**src/hw/rx_link_pkg.sv**
```systemverilog
/*
 * Shared constants and types of the receive lock-source and link fault block.
 * Assumes a single clock domain and a synchronous active-low reset.
 */
`default_nettype none

package rx_link_pkg;

	localparam int unsigned AXI_ADDR_W = 4;
	localparam int unsigned AXI_DATA_W = 32;

	localparam logic [AXI_ADDR_W-1:0] CTRL_OFFSET = 4'h0;
	localparam logic [AXI_ADDR_W-1:0] STATUS_OFFSET = 4'h4;
	localparam logic [AXI_ADDR_W-1:0] INT_STATUS_OFFSET = 4'h8;
	localparam logic [AXI_ADDR_W-1:0] INT_MASK_OFFSET = 4'hC;

	localparam int unsigned CTRL_TRIP_LSB = 0;
	localparam int unsigned CTRL_CHAN_EN_BIT = 2;
	localparam logic [1:0] TRIP_RESET = 2'h0;
	localparam logic CHAN_EN_RESET = 1'b1;
	localparam logic [5:0] INT_MASK_RESET = 6'h00;

	localparam int unsigned STATUS_FAULT_LSB = 0;
	localparam int unsigned STATUS_LOCK_BIT = 8;
	localparam int unsigned STATUS_LINK_FAULT_N_BIT = 9;
	localparam int unsigned STATUS_RX_RATE_LSB = 12;
	localparam int unsigned STATUS_TX_RATE_LSB = 14;

	localparam int unsigned FAULT_COUNT = 6;
	localparam int unsigned FAULT_RATE = 0;
	localparam int unsigned FAULT_AMPLITUDE = 1;
	localparam int unsigned FAULT_DENSITY = 2;
	localparam int unsigned FAULT_CHAN_OFF = 3;
	localparam int unsigned FAULT_LOCAL_CLK = 4;
	localparam int unsigned FAULT_NO_TRAINING = 5;

	localparam int unsigned DENSITY_LIMIT_BITS = 60;

	localparam logic [1:0] RESP_OKAY = 2'h0;
	localparam logic [1:0] RESP_SLVERR = 2'h2;

	localparam logic [10:0] LOW_MIN_MBD = 11'h0C3;
	localparam logic [10:0] LOW_MAX_MBD = 11'h190;
	localparam logic [10:0] MID_MIN_MBD = 11'h190;
	localparam logic [10:0] MID_MAX_MBD = 11'h320;
	localparam logic [10:0] HIGH_MIN_MBD = 11'h320;
	localparam logic [10:0] HIGH_MAX_MBD = 11'h5DC;

	typedef enum logic [1:0]
	{
		RATE_LOW = 2'h0,
		RATE_MID = 2'h1,
		RATE_HIGH = 2'h2
	} rate_level_t;

	typedef struct packed
	{
		logic [10:0] min_mbd;
		logic [10:0] max_mbd;
	} rate_range_t;

	typedef struct packed
	{
		logic level_ok;
		logic rate_in_range;
		logic training_clock_present;
	} analog_status_t;

endpackage

`default_nettype wire

```
**src/hw/transition_density_monitor.sv**
```systemverilog
/*
 * Run-length check on the selected serial bit stream, one bit per clock.
 * Assumes the bits arrive synchronous to aclk.
 */
`default_nettype none

module transition_density_monitor
#(
	parameter int unsigned LIMIT = rx_link_pkg::DENSITY_LIMIT_BITS
)
(
	input wire logic aclk,
	input wire logic aresetn,
	input wire logic serial_bit,
	output logic density_ok
);
	import rx_link_pkg::*;

	typedef struct packed
	{
		logic [7:0] run_len;
		logic last_bit;
		logic ok;
	} mon_state_t;

	mon_state_t state_reg;
	mon_state_t state_next;

	if (LIMIT < 2 || LIMIT > 255)
	begin : g_limit_check
		$error("LIMIT out of range.");
	end

	// A run of LIMIT equal bits holds no transition and fails the check.
	always_comb
	begin
		state_next = state_reg;
		state_next.last_bit = serial_bit;
		if (serial_bit != state_reg.last_bit)
			state_next.run_len = 8'h01;
		else if (state_reg.run_len < 8'(LIMIT))
			state_next.run_len = state_reg.run_len + 8'h01;
		state_next.ok = (state_next.run_len < 8'(LIMIT));
	end

	always_ff @(posedge aclk)
	begin
		if (!aresetn)
		begin
			state_reg.run_len <= 8'h01;
			state_reg.last_bit <= 1'b0;
			state_reg.ok <= 1'b1;
		end
		else
			state_reg <= state_next;
	end

	assign density_ok = state_reg.ok;

endmodule

`default_nettype wire

```
**src/hw/rx_lock_source_link_fault.sv**
```systemverilog
/*
 * Receive lock-source selection, input selection, rate decode and link fault
 * indicator, with an AXI4-Lite register slave and a level interrupt.
 * Assumes all inputs are synchronous to aclk and the serial inputs are sampled
 * one bit per clock.
 */
// Chosen here: the AXI4-Lite register port and the address map.
// Operation
// - Detector enable on uses all three detectors.
// - Any detector fault holds PLL on training clock.
// - Density fails without transition in 60 bits.
// - Two-bit field sets level detector trip.
// - Detector enable off uses range controller only.
// - Local clock low forces training clock lock.
// - Local clock low drives link fault low.
// - Local clock high recovers selected serial stream.
// - Rate selects decode to three baud ranges.
// - Input select high primary, low secondary.
// - Link fault is active-low OR of six.
// - Out-of-range data rate asserts link fault.
// - Other faults: amplitude, density, disabled, local clock, training clock.
`default_nettype none

module rx_lock_source_link_fault
(
	input wire logic aclk,
	input wire logic aresetn,
	input wire logic [rx_link_pkg::AXI_ADDR_W-1:0] s_axi_awaddr,
	input wire logic [2:0] s_axi_awprot,
	input wire logic s_axi_awvalid,
	output logic s_axi_awready,
	input wire logic [rx_link_pkg::AXI_DATA_W-1:0] s_axi_wdata,
	input wire logic [3:0] s_axi_wstrb,
	input wire logic s_axi_wvalid,
	output logic s_axi_wready,
	output logic [1:0] s_axi_bresp,
	output logic s_axi_bvalid,
	input wire logic s_axi_bready,
	input wire logic [rx_link_pkg::AXI_ADDR_W-1:0] s_axi_araddr,
	input wire logic [2:0] s_axi_arprot,
	input wire logic s_axi_arvalid,
	output logic s_axi_arready,
	output logic [rx_link_pkg::AXI_DATA_W-1:0] s_axi_rdata,
	output logic [1:0] s_axi_rresp,
	output logic s_axi_rvalid,
	input wire logic s_axi_rready,
	input wire logic detector_enable,
	input wire logic use_local_clock,
	input wire logic rx_input_select,
	input wire logic [1:0] rx_rate_range_sel,
	input wire logic [1:0] tx_rate_range_sel,
	input wire logic primary_serial_in,
	input wire logic secondary_serial_in,
	input wire rx_link_pkg::analog_status_t analog_status,
	output logic [1:0] level_trip_select,
	output logic receive_pll_tracks_data,
	output logic cdr_serial_bit,
	output rx_link_pkg::rate_range_t rx_rate_range,
	output rx_link_pkg::rate_range_t tx_rate_range,
	output logic link_fault_n,
	output logic irq
);
	import rx_link_pkg::*;

	typedef struct packed
	{
		logic [1:0] trip;
		logic chan_en;
		logic [FAULT_COUNT-1:0] int_status;
		logic [FAULT_COUNT-1:0] int_mask;
		logic [FAULT_COUNT-1:0] fault_prev;
		rate_level_t rx_rate;
		rate_level_t tx_rate;
		logic rate_captured;
		logic lock_data;
		logic cdr_bit;
		logic link_fault_n;
		logic bvalid;
		logic [1:0] bresp;
		logic rvalid;
		logic [1:0] rresp;
		logic [AXI_DATA_W-1:0] rdata;
		rate_range_t rx_range;
		rate_range_t tx_range;
	} block_state_t;

	block_state_t state_reg;
	block_state_t state_next;

	logic selected_bit;
	logic density_ok;
	logic [FAULT_COUNT-1:0] faults;
	logic lock_to_data;
	logic wr_fire;
	logic rd_fire;
	logic [FAULT_COUNT-1:0] rd_clear;
	logic [FAULT_COUNT-1:0] int_status_next;

	// Elaboration checks refuse constants that the register map cannot serve.
	if (AXI_DATA_W != 32)
	begin : g_data_width_check
		$error("The register slave serves 32-bit words only.");
	end

	if (AXI_ADDR_W < 4)
	begin : g_addr_width_check
		$error("Register offsets do not fit the address width.");
	end

	if (FAULT_COUNT < 6 || FAULT_COUNT > 8)
	begin : g_fault_count_check
		$error("The fault vector must hold six to eight bits.");
	end

	if (STATUS_FAULT_LSB + FAULT_COUNT > STATUS_LOCK_BIT)
	begin : g_status_field_check
		$error("Fault field overlaps the lock bit.");
	end

	if (STATUS_LINK_FAULT_N_BIT >= STATUS_RX_RATE_LSB || STATUS_RX_RATE_LSB + 2 > STATUS_TX_RATE_LSB)
	begin : g_status_order_check
		$error("Status fields overlap.");
	end

	if (STATUS_TX_RATE_LSB + 2 > AXI_DATA_W)
	begin : g_status_top_check
		$error("Rate codes exceed the data word.");
	end

	if (CTRL_TRIP_LSB + 2 > CTRL_CHAN_EN_BIT || CTRL_CHAN_EN_BIT > 7)
	begin : g_ctrl_field_check
		$error("Control fields overlap or leave byte lane zero.");
	end

	if (LOW_MAX_MBD != MID_MIN_MBD || MID_MAX_MBD != HIGH_MIN_MBD || LOW_MIN_MBD >= LOW_MAX_MBD
		|| MID_MIN_MBD >= MID_MAX_MBD || HIGH_MIN_MBD >= HIGH_MAX_MBD)
	begin : g_rate_range_check
		$error("Rate ranges do not join in rising order.");
	end

	function automatic rate_level_t decode_level(input logic [1:0] sel);
		rate_level_t lvl;
		unique case (sel)
			2'h0: lvl = RATE_LOW;
			2'h2: lvl = RATE_HIGH;
			default: lvl = RATE_MID;
		endcase
		return lvl;
	endfunction

	function automatic rate_range_t range_of(input rate_level_t lvl);
		rate_range_t r;
		unique case (lvl)
			RATE_LOW:
			begin
				r.min_mbd = LOW_MIN_MBD;
				r.max_mbd = LOW_MAX_MBD;
			end
			RATE_HIGH:
			begin
				r.min_mbd = HIGH_MIN_MBD;
				r.max_mbd = HIGH_MAX_MBD;
			end
			default:
			begin
				r.min_mbd = MID_MIN_MBD;
				r.max_mbd = MID_MAX_MBD;
			end
		endcase
		return r;
	endfunction

	// Primary input when the selector is high, secondary when low.
	assign selected_bit = rx_input_select ? primary_serial_in : secondary_serial_in;

	transition_density_monitor #(
		.LIMIT(DENSITY_LIMIT_BITS)
	) u_density (
		.aclk(aclk),
		.aresetn(aresetn),
		.serial_bit(selected_bit),
		.density_ok(density_ok)
	);

	// Six fault conditions feeding the indicator.
	always_comb
	begin
		faults = '0;
		faults[FAULT_RATE] = !analog_status.rate_in_range;
		faults[FAULT_AMPLITUDE] = !analog_status.level_ok;
		faults[FAULT_DENSITY] = !density_ok;
		faults[FAULT_CHAN_OFF] = !state_reg.chan_en;
		faults[FAULT_LOCAL_CLK] = !use_local_clock;
		faults[FAULT_NO_TRAINING] = !analog_status.training_clock_present;
	end

	// With the local clock input high and the detectors enabled all three must be valid; with them disabled only the range controller counts.
	always_comb
	begin
		if (!use_local_clock)
			lock_to_data = 1'b0;
		else if (detector_enable)
			lock_to_data = analog_status.rate_in_range && analog_status.level_ok && density_ok;
		else
			lock_to_data = analog_status.rate_in_range;
	end

	assign s_axi_awready = s_axi_awvalid && s_axi_wvalid && !state_reg.bvalid;
	assign s_axi_wready = s_axi_awvalid && s_axi_wvalid && !state_reg.bvalid;
	assign s_axi_arready = !state_reg.rvalid;
	assign wr_fire = s_axi_awvalid && s_axi_wvalid && !state_reg.bvalid;
	assign rd_fire = s_axi_arvalid && !state_reg.rvalid;
	assign rd_clear = (rd_fire && s_axi_araddr == INT_STATUS_OFFSET) ? state_reg.int_status : '0;

	// Each sticky bit latches the rising edge of its fault; a clearing read in the same cycle loses.
	for (genvar i = 0; i < FAULT_COUNT; i++)
	begin : g_int_bit
		assign int_status_next[i] = (state_reg.int_status[i] && !rd_clear[i])
			|| (faults[i] && !state_reg.fault_prev[i]);
	end

	always_comb
	begin
		state_next = state_reg;
		state_next.fault_prev = faults;
		state_next.lock_data = lock_to_data;
		// Recovery runs on the selected stream only while the local clock input is high.
		state_next.cdr_bit = use_local_clock ? selected_bit : 1'b0;
		state_next.link_fault_n = ~(|faults);
		// Rate selects are static and are caught once after reset.
		if (!state_reg.rate_captured)
		begin
			state_next.rate_captured = 1'b1;
			state_next.rx_rate = decode_level(rx_rate_range_sel);
			state_next.tx_rate = decode_level(tx_rate_range_sel);
		end
		state_next.rx_range = range_of(state_reg.rx_rate);
		state_next.tx_range = range_of(state_reg.tx_rate);
		state_next.int_status = int_status_next;
		if (state_reg.bvalid && s_axi_bready)
			state_next.bvalid = 1'b0;
		if (wr_fire)
		begin
			state_next.bvalid = 1'b1;
			state_next.bresp = RESP_OKAY;
			unique case (s_axi_awaddr)
				CTRL_OFFSET:
				begin
					if (s_axi_wstrb[0])
					begin
						state_next.trip = s_axi_wdata[CTRL_TRIP_LSB +: 2];
						state_next.chan_en = s_axi_wdata[CTRL_CHAN_EN_BIT];
					end
				end
				INT_MASK_OFFSET:
				begin
					if (s_axi_wstrb[0])
						state_next.int_mask = s_axi_wdata[FAULT_COUNT-1:0];
				end
				STATUS_OFFSET, INT_STATUS_OFFSET:
				begin
					state_next.bresp = RESP_OKAY;
				end
				default:
				begin
					state_next.bresp = RESP_SLVERR;
				end
			endcase
		end
		if (state_reg.rvalid && s_axi_rready)
			state_next.rvalid = 1'b0;
		if (rd_fire)
		begin
			state_next.rvalid = 1'b1;
			state_next.rresp = RESP_OKAY;
			state_next.rdata = '0;
			unique case (s_axi_araddr)
				CTRL_OFFSET:
				begin
					state_next.rdata[CTRL_TRIP_LSB +: 2] = state_reg.trip;
					state_next.rdata[CTRL_CHAN_EN_BIT] = state_reg.chan_en;
				end
				STATUS_OFFSET:
				begin
					state_next.rdata[STATUS_FAULT_LSB +: FAULT_COUNT] = faults;
					state_next.rdata[STATUS_LOCK_BIT] = state_reg.lock_data;
					state_next.rdata[STATUS_LINK_FAULT_N_BIT] = state_reg.link_fault_n;
					state_next.rdata[STATUS_RX_RATE_LSB +: 2] = state_reg.rx_rate;
					state_next.rdata[STATUS_TX_RATE_LSB +: 2] = state_reg.tx_rate;
				end
				INT_STATUS_OFFSET:
				begin
					state_next.rdata[FAULT_COUNT-1:0] = state_reg.int_status;
				end
				INT_MASK_OFFSET:
				begin
					state_next.rdata[FAULT_COUNT-1:0] = state_reg.int_mask;
				end
				default:
				begin
					state_next.rresp = RESP_SLVERR;
				end
			endcase
		end
	end

	always_ff @(posedge aclk)
	begin
		if (!aresetn)
		begin
			state_reg.trip <= TRIP_RESET;
			state_reg.chan_en <= CHAN_EN_RESET;
			state_reg.int_status <= '0;
			state_reg.int_mask <= INT_MASK_RESET;
			state_reg.fault_prev <= '0;
			state_reg.rx_rate <= RATE_MID;
			state_reg.tx_rate <= RATE_MID;
			state_reg.rate_captured <= 1'b0;
			state_reg.lock_data <= 1'b0;
			state_reg.cdr_bit <= 1'b0;
			state_reg.link_fault_n <= 1'b0;
			state_reg.bvalid <= 1'b0;
			state_reg.bresp <= RESP_OKAY;
			state_reg.rvalid <= 1'b0;
			state_reg.rresp <= RESP_OKAY;
			state_reg.rdata <= '0;
			state_reg.rx_range <= '0;
			state_reg.tx_range <= '0;
		end
		else
			state_reg <= state_next;
	end

	assign level_trip_select = state_reg.trip;
	assign receive_pll_tracks_data = state_reg.lock_data;
	assign cdr_serial_bit = state_reg.cdr_bit;
	assign rx_rate_range = state_reg.rx_range;
	assign tx_rate_range = state_reg.tx_range;
	assign link_fault_n = state_reg.link_fault_n;
	assign irq = |(state_reg.int_status & state_reg.int_mask);
	assign s_axi_bvalid = state_reg.bvalid;
	assign s_axi_bresp = state_reg.bresp;
	assign s_axi_rvalid = state_reg.rvalid;
	assign s_axi_rresp = state_reg.rresp;
	assign s_axi_rdata = state_reg.rdata;

endmodule

`default_nettype wire

```
**config.mk**
```make
export PLATFORM = sky130hd
export DESIGN_NAME = rx_lock_source_link_fault
export DESIGN_NICKNAME = d
export VERILOG_FILES = /design/src/hw/rx_link_pkg.sv /design/src/hw/transition_density_monitor.sv /design/src/hw/rx_lock_source_link_fault.sv
export SDC_FILE = /design/constraint.sdc
export NUM_CORES = 1
export LEC_CHECK = 0
export ABC_AREA = 1
export BUFFER_PORTS_ARGS = -buffer_cell sky130_fd_sc_hd__buf_2
export CORE_ASPECT_RATIO = 0.6
export CORE_MARGIN = 2
export CORE_UTILIZATION = 50
export CTS_CLUSTER_DIAMETER = 80
export DETAILED_ROUTE_END_ITERATION = 7
export PLACE_DENSITY = 0.92
export SETUP_SLACK_MARGIN = 0.3
export SYNTH_ARGS = -nofsm -noshare
export SYNTH_HDL_FRONTEND = slang
export SYNTH_SLANG_ARGS = --single-unit
export TNS_END_PERCENT = 100
```
**constraint.sdc**
```tcl
create_clock -name aclk -period 3.6 [get_ports aclk]
set_clock_uncertainty 0.1 [all_clocks]
set_input_delay 0.18 -clock aclk [delete_from_list [all_inputs] [get_ports aclk]]
set_output_delay 0.18 -clock aclk [all_outputs]
set_load 0.01 [all_outputs]
```
==> flow_summary.json <==
{
  "rsz0062_at_grt": "no",
  "drc": 0,
  "grt_pass1_wl_microns": 11100,
  "slowest_stage": "inv_1",
  "grt_pass1_vias": 2470,
  "antenna_found_initial": 0,
  "holdWs_ns": 0.0168,
  "ir_worst_vdd_v": 0.000250,
  "syn-cell-area_sq_um": 3230,
  "ys_seq_area_share_pct": 41.5,
  "largest_reg_flops": 23,
  "fmax_mhz": 518,
  "cp.required_ns": 3.70,
  "synthToLayoutAreaGrowth_pct": 10.5,
  "powerDensity_nw_per_um2": 443,
  "die_y_microns": 66.3,
  "nets": 554,
  "fin_tns_setup_ns": 0,
  "status": "complete, no violations",
  "dp_hpwl_microns": 5110,
  "clkLatencyLatePin_ns": 0.33,
  "cp.arrival_ns": 2.03,
  "drive_gt1_share_pct": 25.4,
  "leakage_nw": 1.84,
  "dieArea_sq_um": 7140,
  "worstSetupEndpointType": "flop",
  "crit_path_max_fanout": 22,
  "cts_buffers": 9,
  "htreeDepth": 3,
  "first_pass_iters": 4,
  "routed_via_density": 4.69,
  "postSynthCellCount": 429,
  "ys_seq_elements": 67,
  "fin_crit_ns": 1.93,
  "final_hold_viol_count": 0,
  "p_sw_uw": 406,
  "cts_tree": "built",
  "overflow": 0,
  "coreArea_sq_um": 6170,
  "fin_crit_sh_pct": 53.6,
  "synth_xor_xnor_area_share_pct": 0,
  "drv_slew": 0,
  "setup_viol": 0,
  "grt.total_usage_pct": 20.4,
  "clk_path_buf_depth": 2,
  "initial_core_util_pct": 52.4,
  "crit_chain": "inv_1, nand2_1, inv_1, nand2_1, a21oi_1, nor2_1",
  "ctsResizeCount": 0,
  "drt_iter0_drc": 163,
  "slew_headroom_pct": 58.1,
  "yosys-mux-area-fraction_pct": 0,
  "rows": 22,
  "startpoint_type": "flop",
  "place.gp.congestion": 0.878,
  "n_antenna_cell": 0,
  "die_width_microns": 108,
  "pwr-share-seq_pct": 50.3,
  "maxCapViolations": 0,
  "synth_compound_area_share_pct": 10.3,
  "synth_top_area_cell": "dfxtp_1",
  "portBuffers": 92,
  "cts_num_sinks": 67,
  "synthTopCellsByArea": "dfxtp_1, buf_4, nand2_1",
  "synthAdderAreaFrac_pct": 0.387,
  "path_clk_slew_ns": 0.07,
  "synth_warnings": 0,
  "synth_top_family_by_area": "buffers and inverters",
  "path_buf_inv": 2,
  "grt_start_max_net_pins": 35,
  "cts_root_buffer": "clkbuf_8",
  "pwr-share-clk_pct": 38.4,
  "routedWlPerCell_microns": 12.1,
  "vias": 2689,
  "intPower_mw": 1.17,
  "hp-class": "in -> reg",
  "pin_count": 160,
  "max_stage_delay_ns": 0.54,
  "synth.avg_cell_area_sq_um": 7.53,
  "ant_nets": 0,
  "synth-simple-area-share_pct": 22.1,
  "sw_frac_of_total_pct": 25.7,
  "netlist.area_leader.share_pct": 41.5,
  "crit_family": "buffers and inverters",
  "crit_type": "reg -> reg",
  "drt_wl_total_microns": 6930,
  "max_slew.worst_pin.slew_ns": 0.628,
  "p_comb_share_pct": 11.3,
  "power_mw": 1.58,
  "synth.distinct_cells": 32
}
power by group through the flow:
stage | clock network, mW | logic [mW] | registers (mW)
floorplan | 0 | 0.159 | 0.807
global placement | 0 | 0.161 | 0.809
detailed placement | 0 | 0.167 | 0.811
CTS | 0.621 | 0.177 | 0.794
global route | 0.656 | 0.200 | 0.799
finish | 0.607 | 0.178 | 0.795
path summary, 6_finish.rpt:
| kind | start | endpoint | slack, ns | cells after the start |
|---|---|---|---|---|
| max | s_axi_rvalid | state_reg[105] | 1.67 | 6 |
| min | s_axi_wdata[3] | state_reg[99] | 0.02 | 3 |
| max reg2reg | s_axi_rvalid | state_reg[105] | 1.67 | 6 |
| min reg2reg | s_axi_rdata[4] | s_axi_rdata[4] | 0.38 | 2 |
cell families (layout without fill, tap and decap cells):
logic type,after synthesis,in the layout
other,1,32
buffers and inverters,136,165
flip-flops,67,67
adder cells (fa/ha/maj),1,1
AND/OR/NAND/NOR,162,162
AO/OA/AOI/OAI,62,62
area by class of cell:
cell class,count,area [sq um]
sequential,67,1340
inverter,45,169
multi-input combinational,257,1180
clock inverter,5,52.6
timing repair buffer,104,581
clock buffer,11,141
fill,580,2600
tap,84,105
cell usage in the layout, fill, tap and decap left out:
cell,n
nor3_1,6
and2_1,1
o211ai_1,5
dfxtp_1,67
nor2_1,49
o21ai_1,3
clkbuf_1,1
a221oi_1,1
clkinvlp_4,1
or2_0,2
a211oi_1,2
nor4_1,2
dlygate4sd3_1,12
conb_1,32
inv_1,36
o21ai_0,21
bufinv_16,1
nand4_1,4
nand3_2,1
nor2_4,3
nor3b_1,1
nor2_2,1
a21oi_1,29
o21a_1,1
clkbuf_8,10
nor3_2,1
nor3_4,1
clkinv_1,1
clkinv_2,3
ha_1,1
nand2_1,75
nand3_1,13
nand2_2,2
buf_2,92
inv_2,8
through the flow:
step                instance area, sq um  instances  setup slack, ns  util, %
floorplan                           3350        460             2.35        -
global placement                    3260        545             1.75     52.8
detailed placement                  3260        545             1.69     52.8
CTS                                 3570        573             1.67     57.9
global route                        3570        573             1.47     57.9
finish                              3570        573             1.67     57.9
cells in the mapped netlist (all sizes together):
cell,instances
clkinv,1
buf,85
inv,44
dfxtp,67
clkbuf,6
a21oi,29
nand4,4
a211oi,2
nor2,53
conb,1
or2,2
and2,1
nand2,77
a221oi,1
ha,1
o21ai,24
nand3,14
nor3,8
nor3b,1
o211ai,5
nor4,2
o21a,1
routing by layer:
metal  up-vias  routed length (microns)  global-route usage, %
met4         0                       36                   6.41
met3         4                      641                   6.90
met5         -                        0                      0
met2       111                     3130                   33.1
met1      1225                     3120                   25.8
li1       1349                        -                      -
worst register-to-register path, cell delays in order, from the launching register on:
cell     delay, ns
dfxtp_1       0.31
inv_1         0.08
nand2_1       0.19
inv_1         0.54
nand2_1       0.32
a21oi_1       0.20
nor2_1        0.05
repair_timing:
item                                    4_1_cts  5_1_grt
endpoints found under the hold margin        12        0
endpoints found under the setup margin        0        0
hold buffers                                 12        0
setup buffers                                 0        0
(Power assumes the default switching activity.)
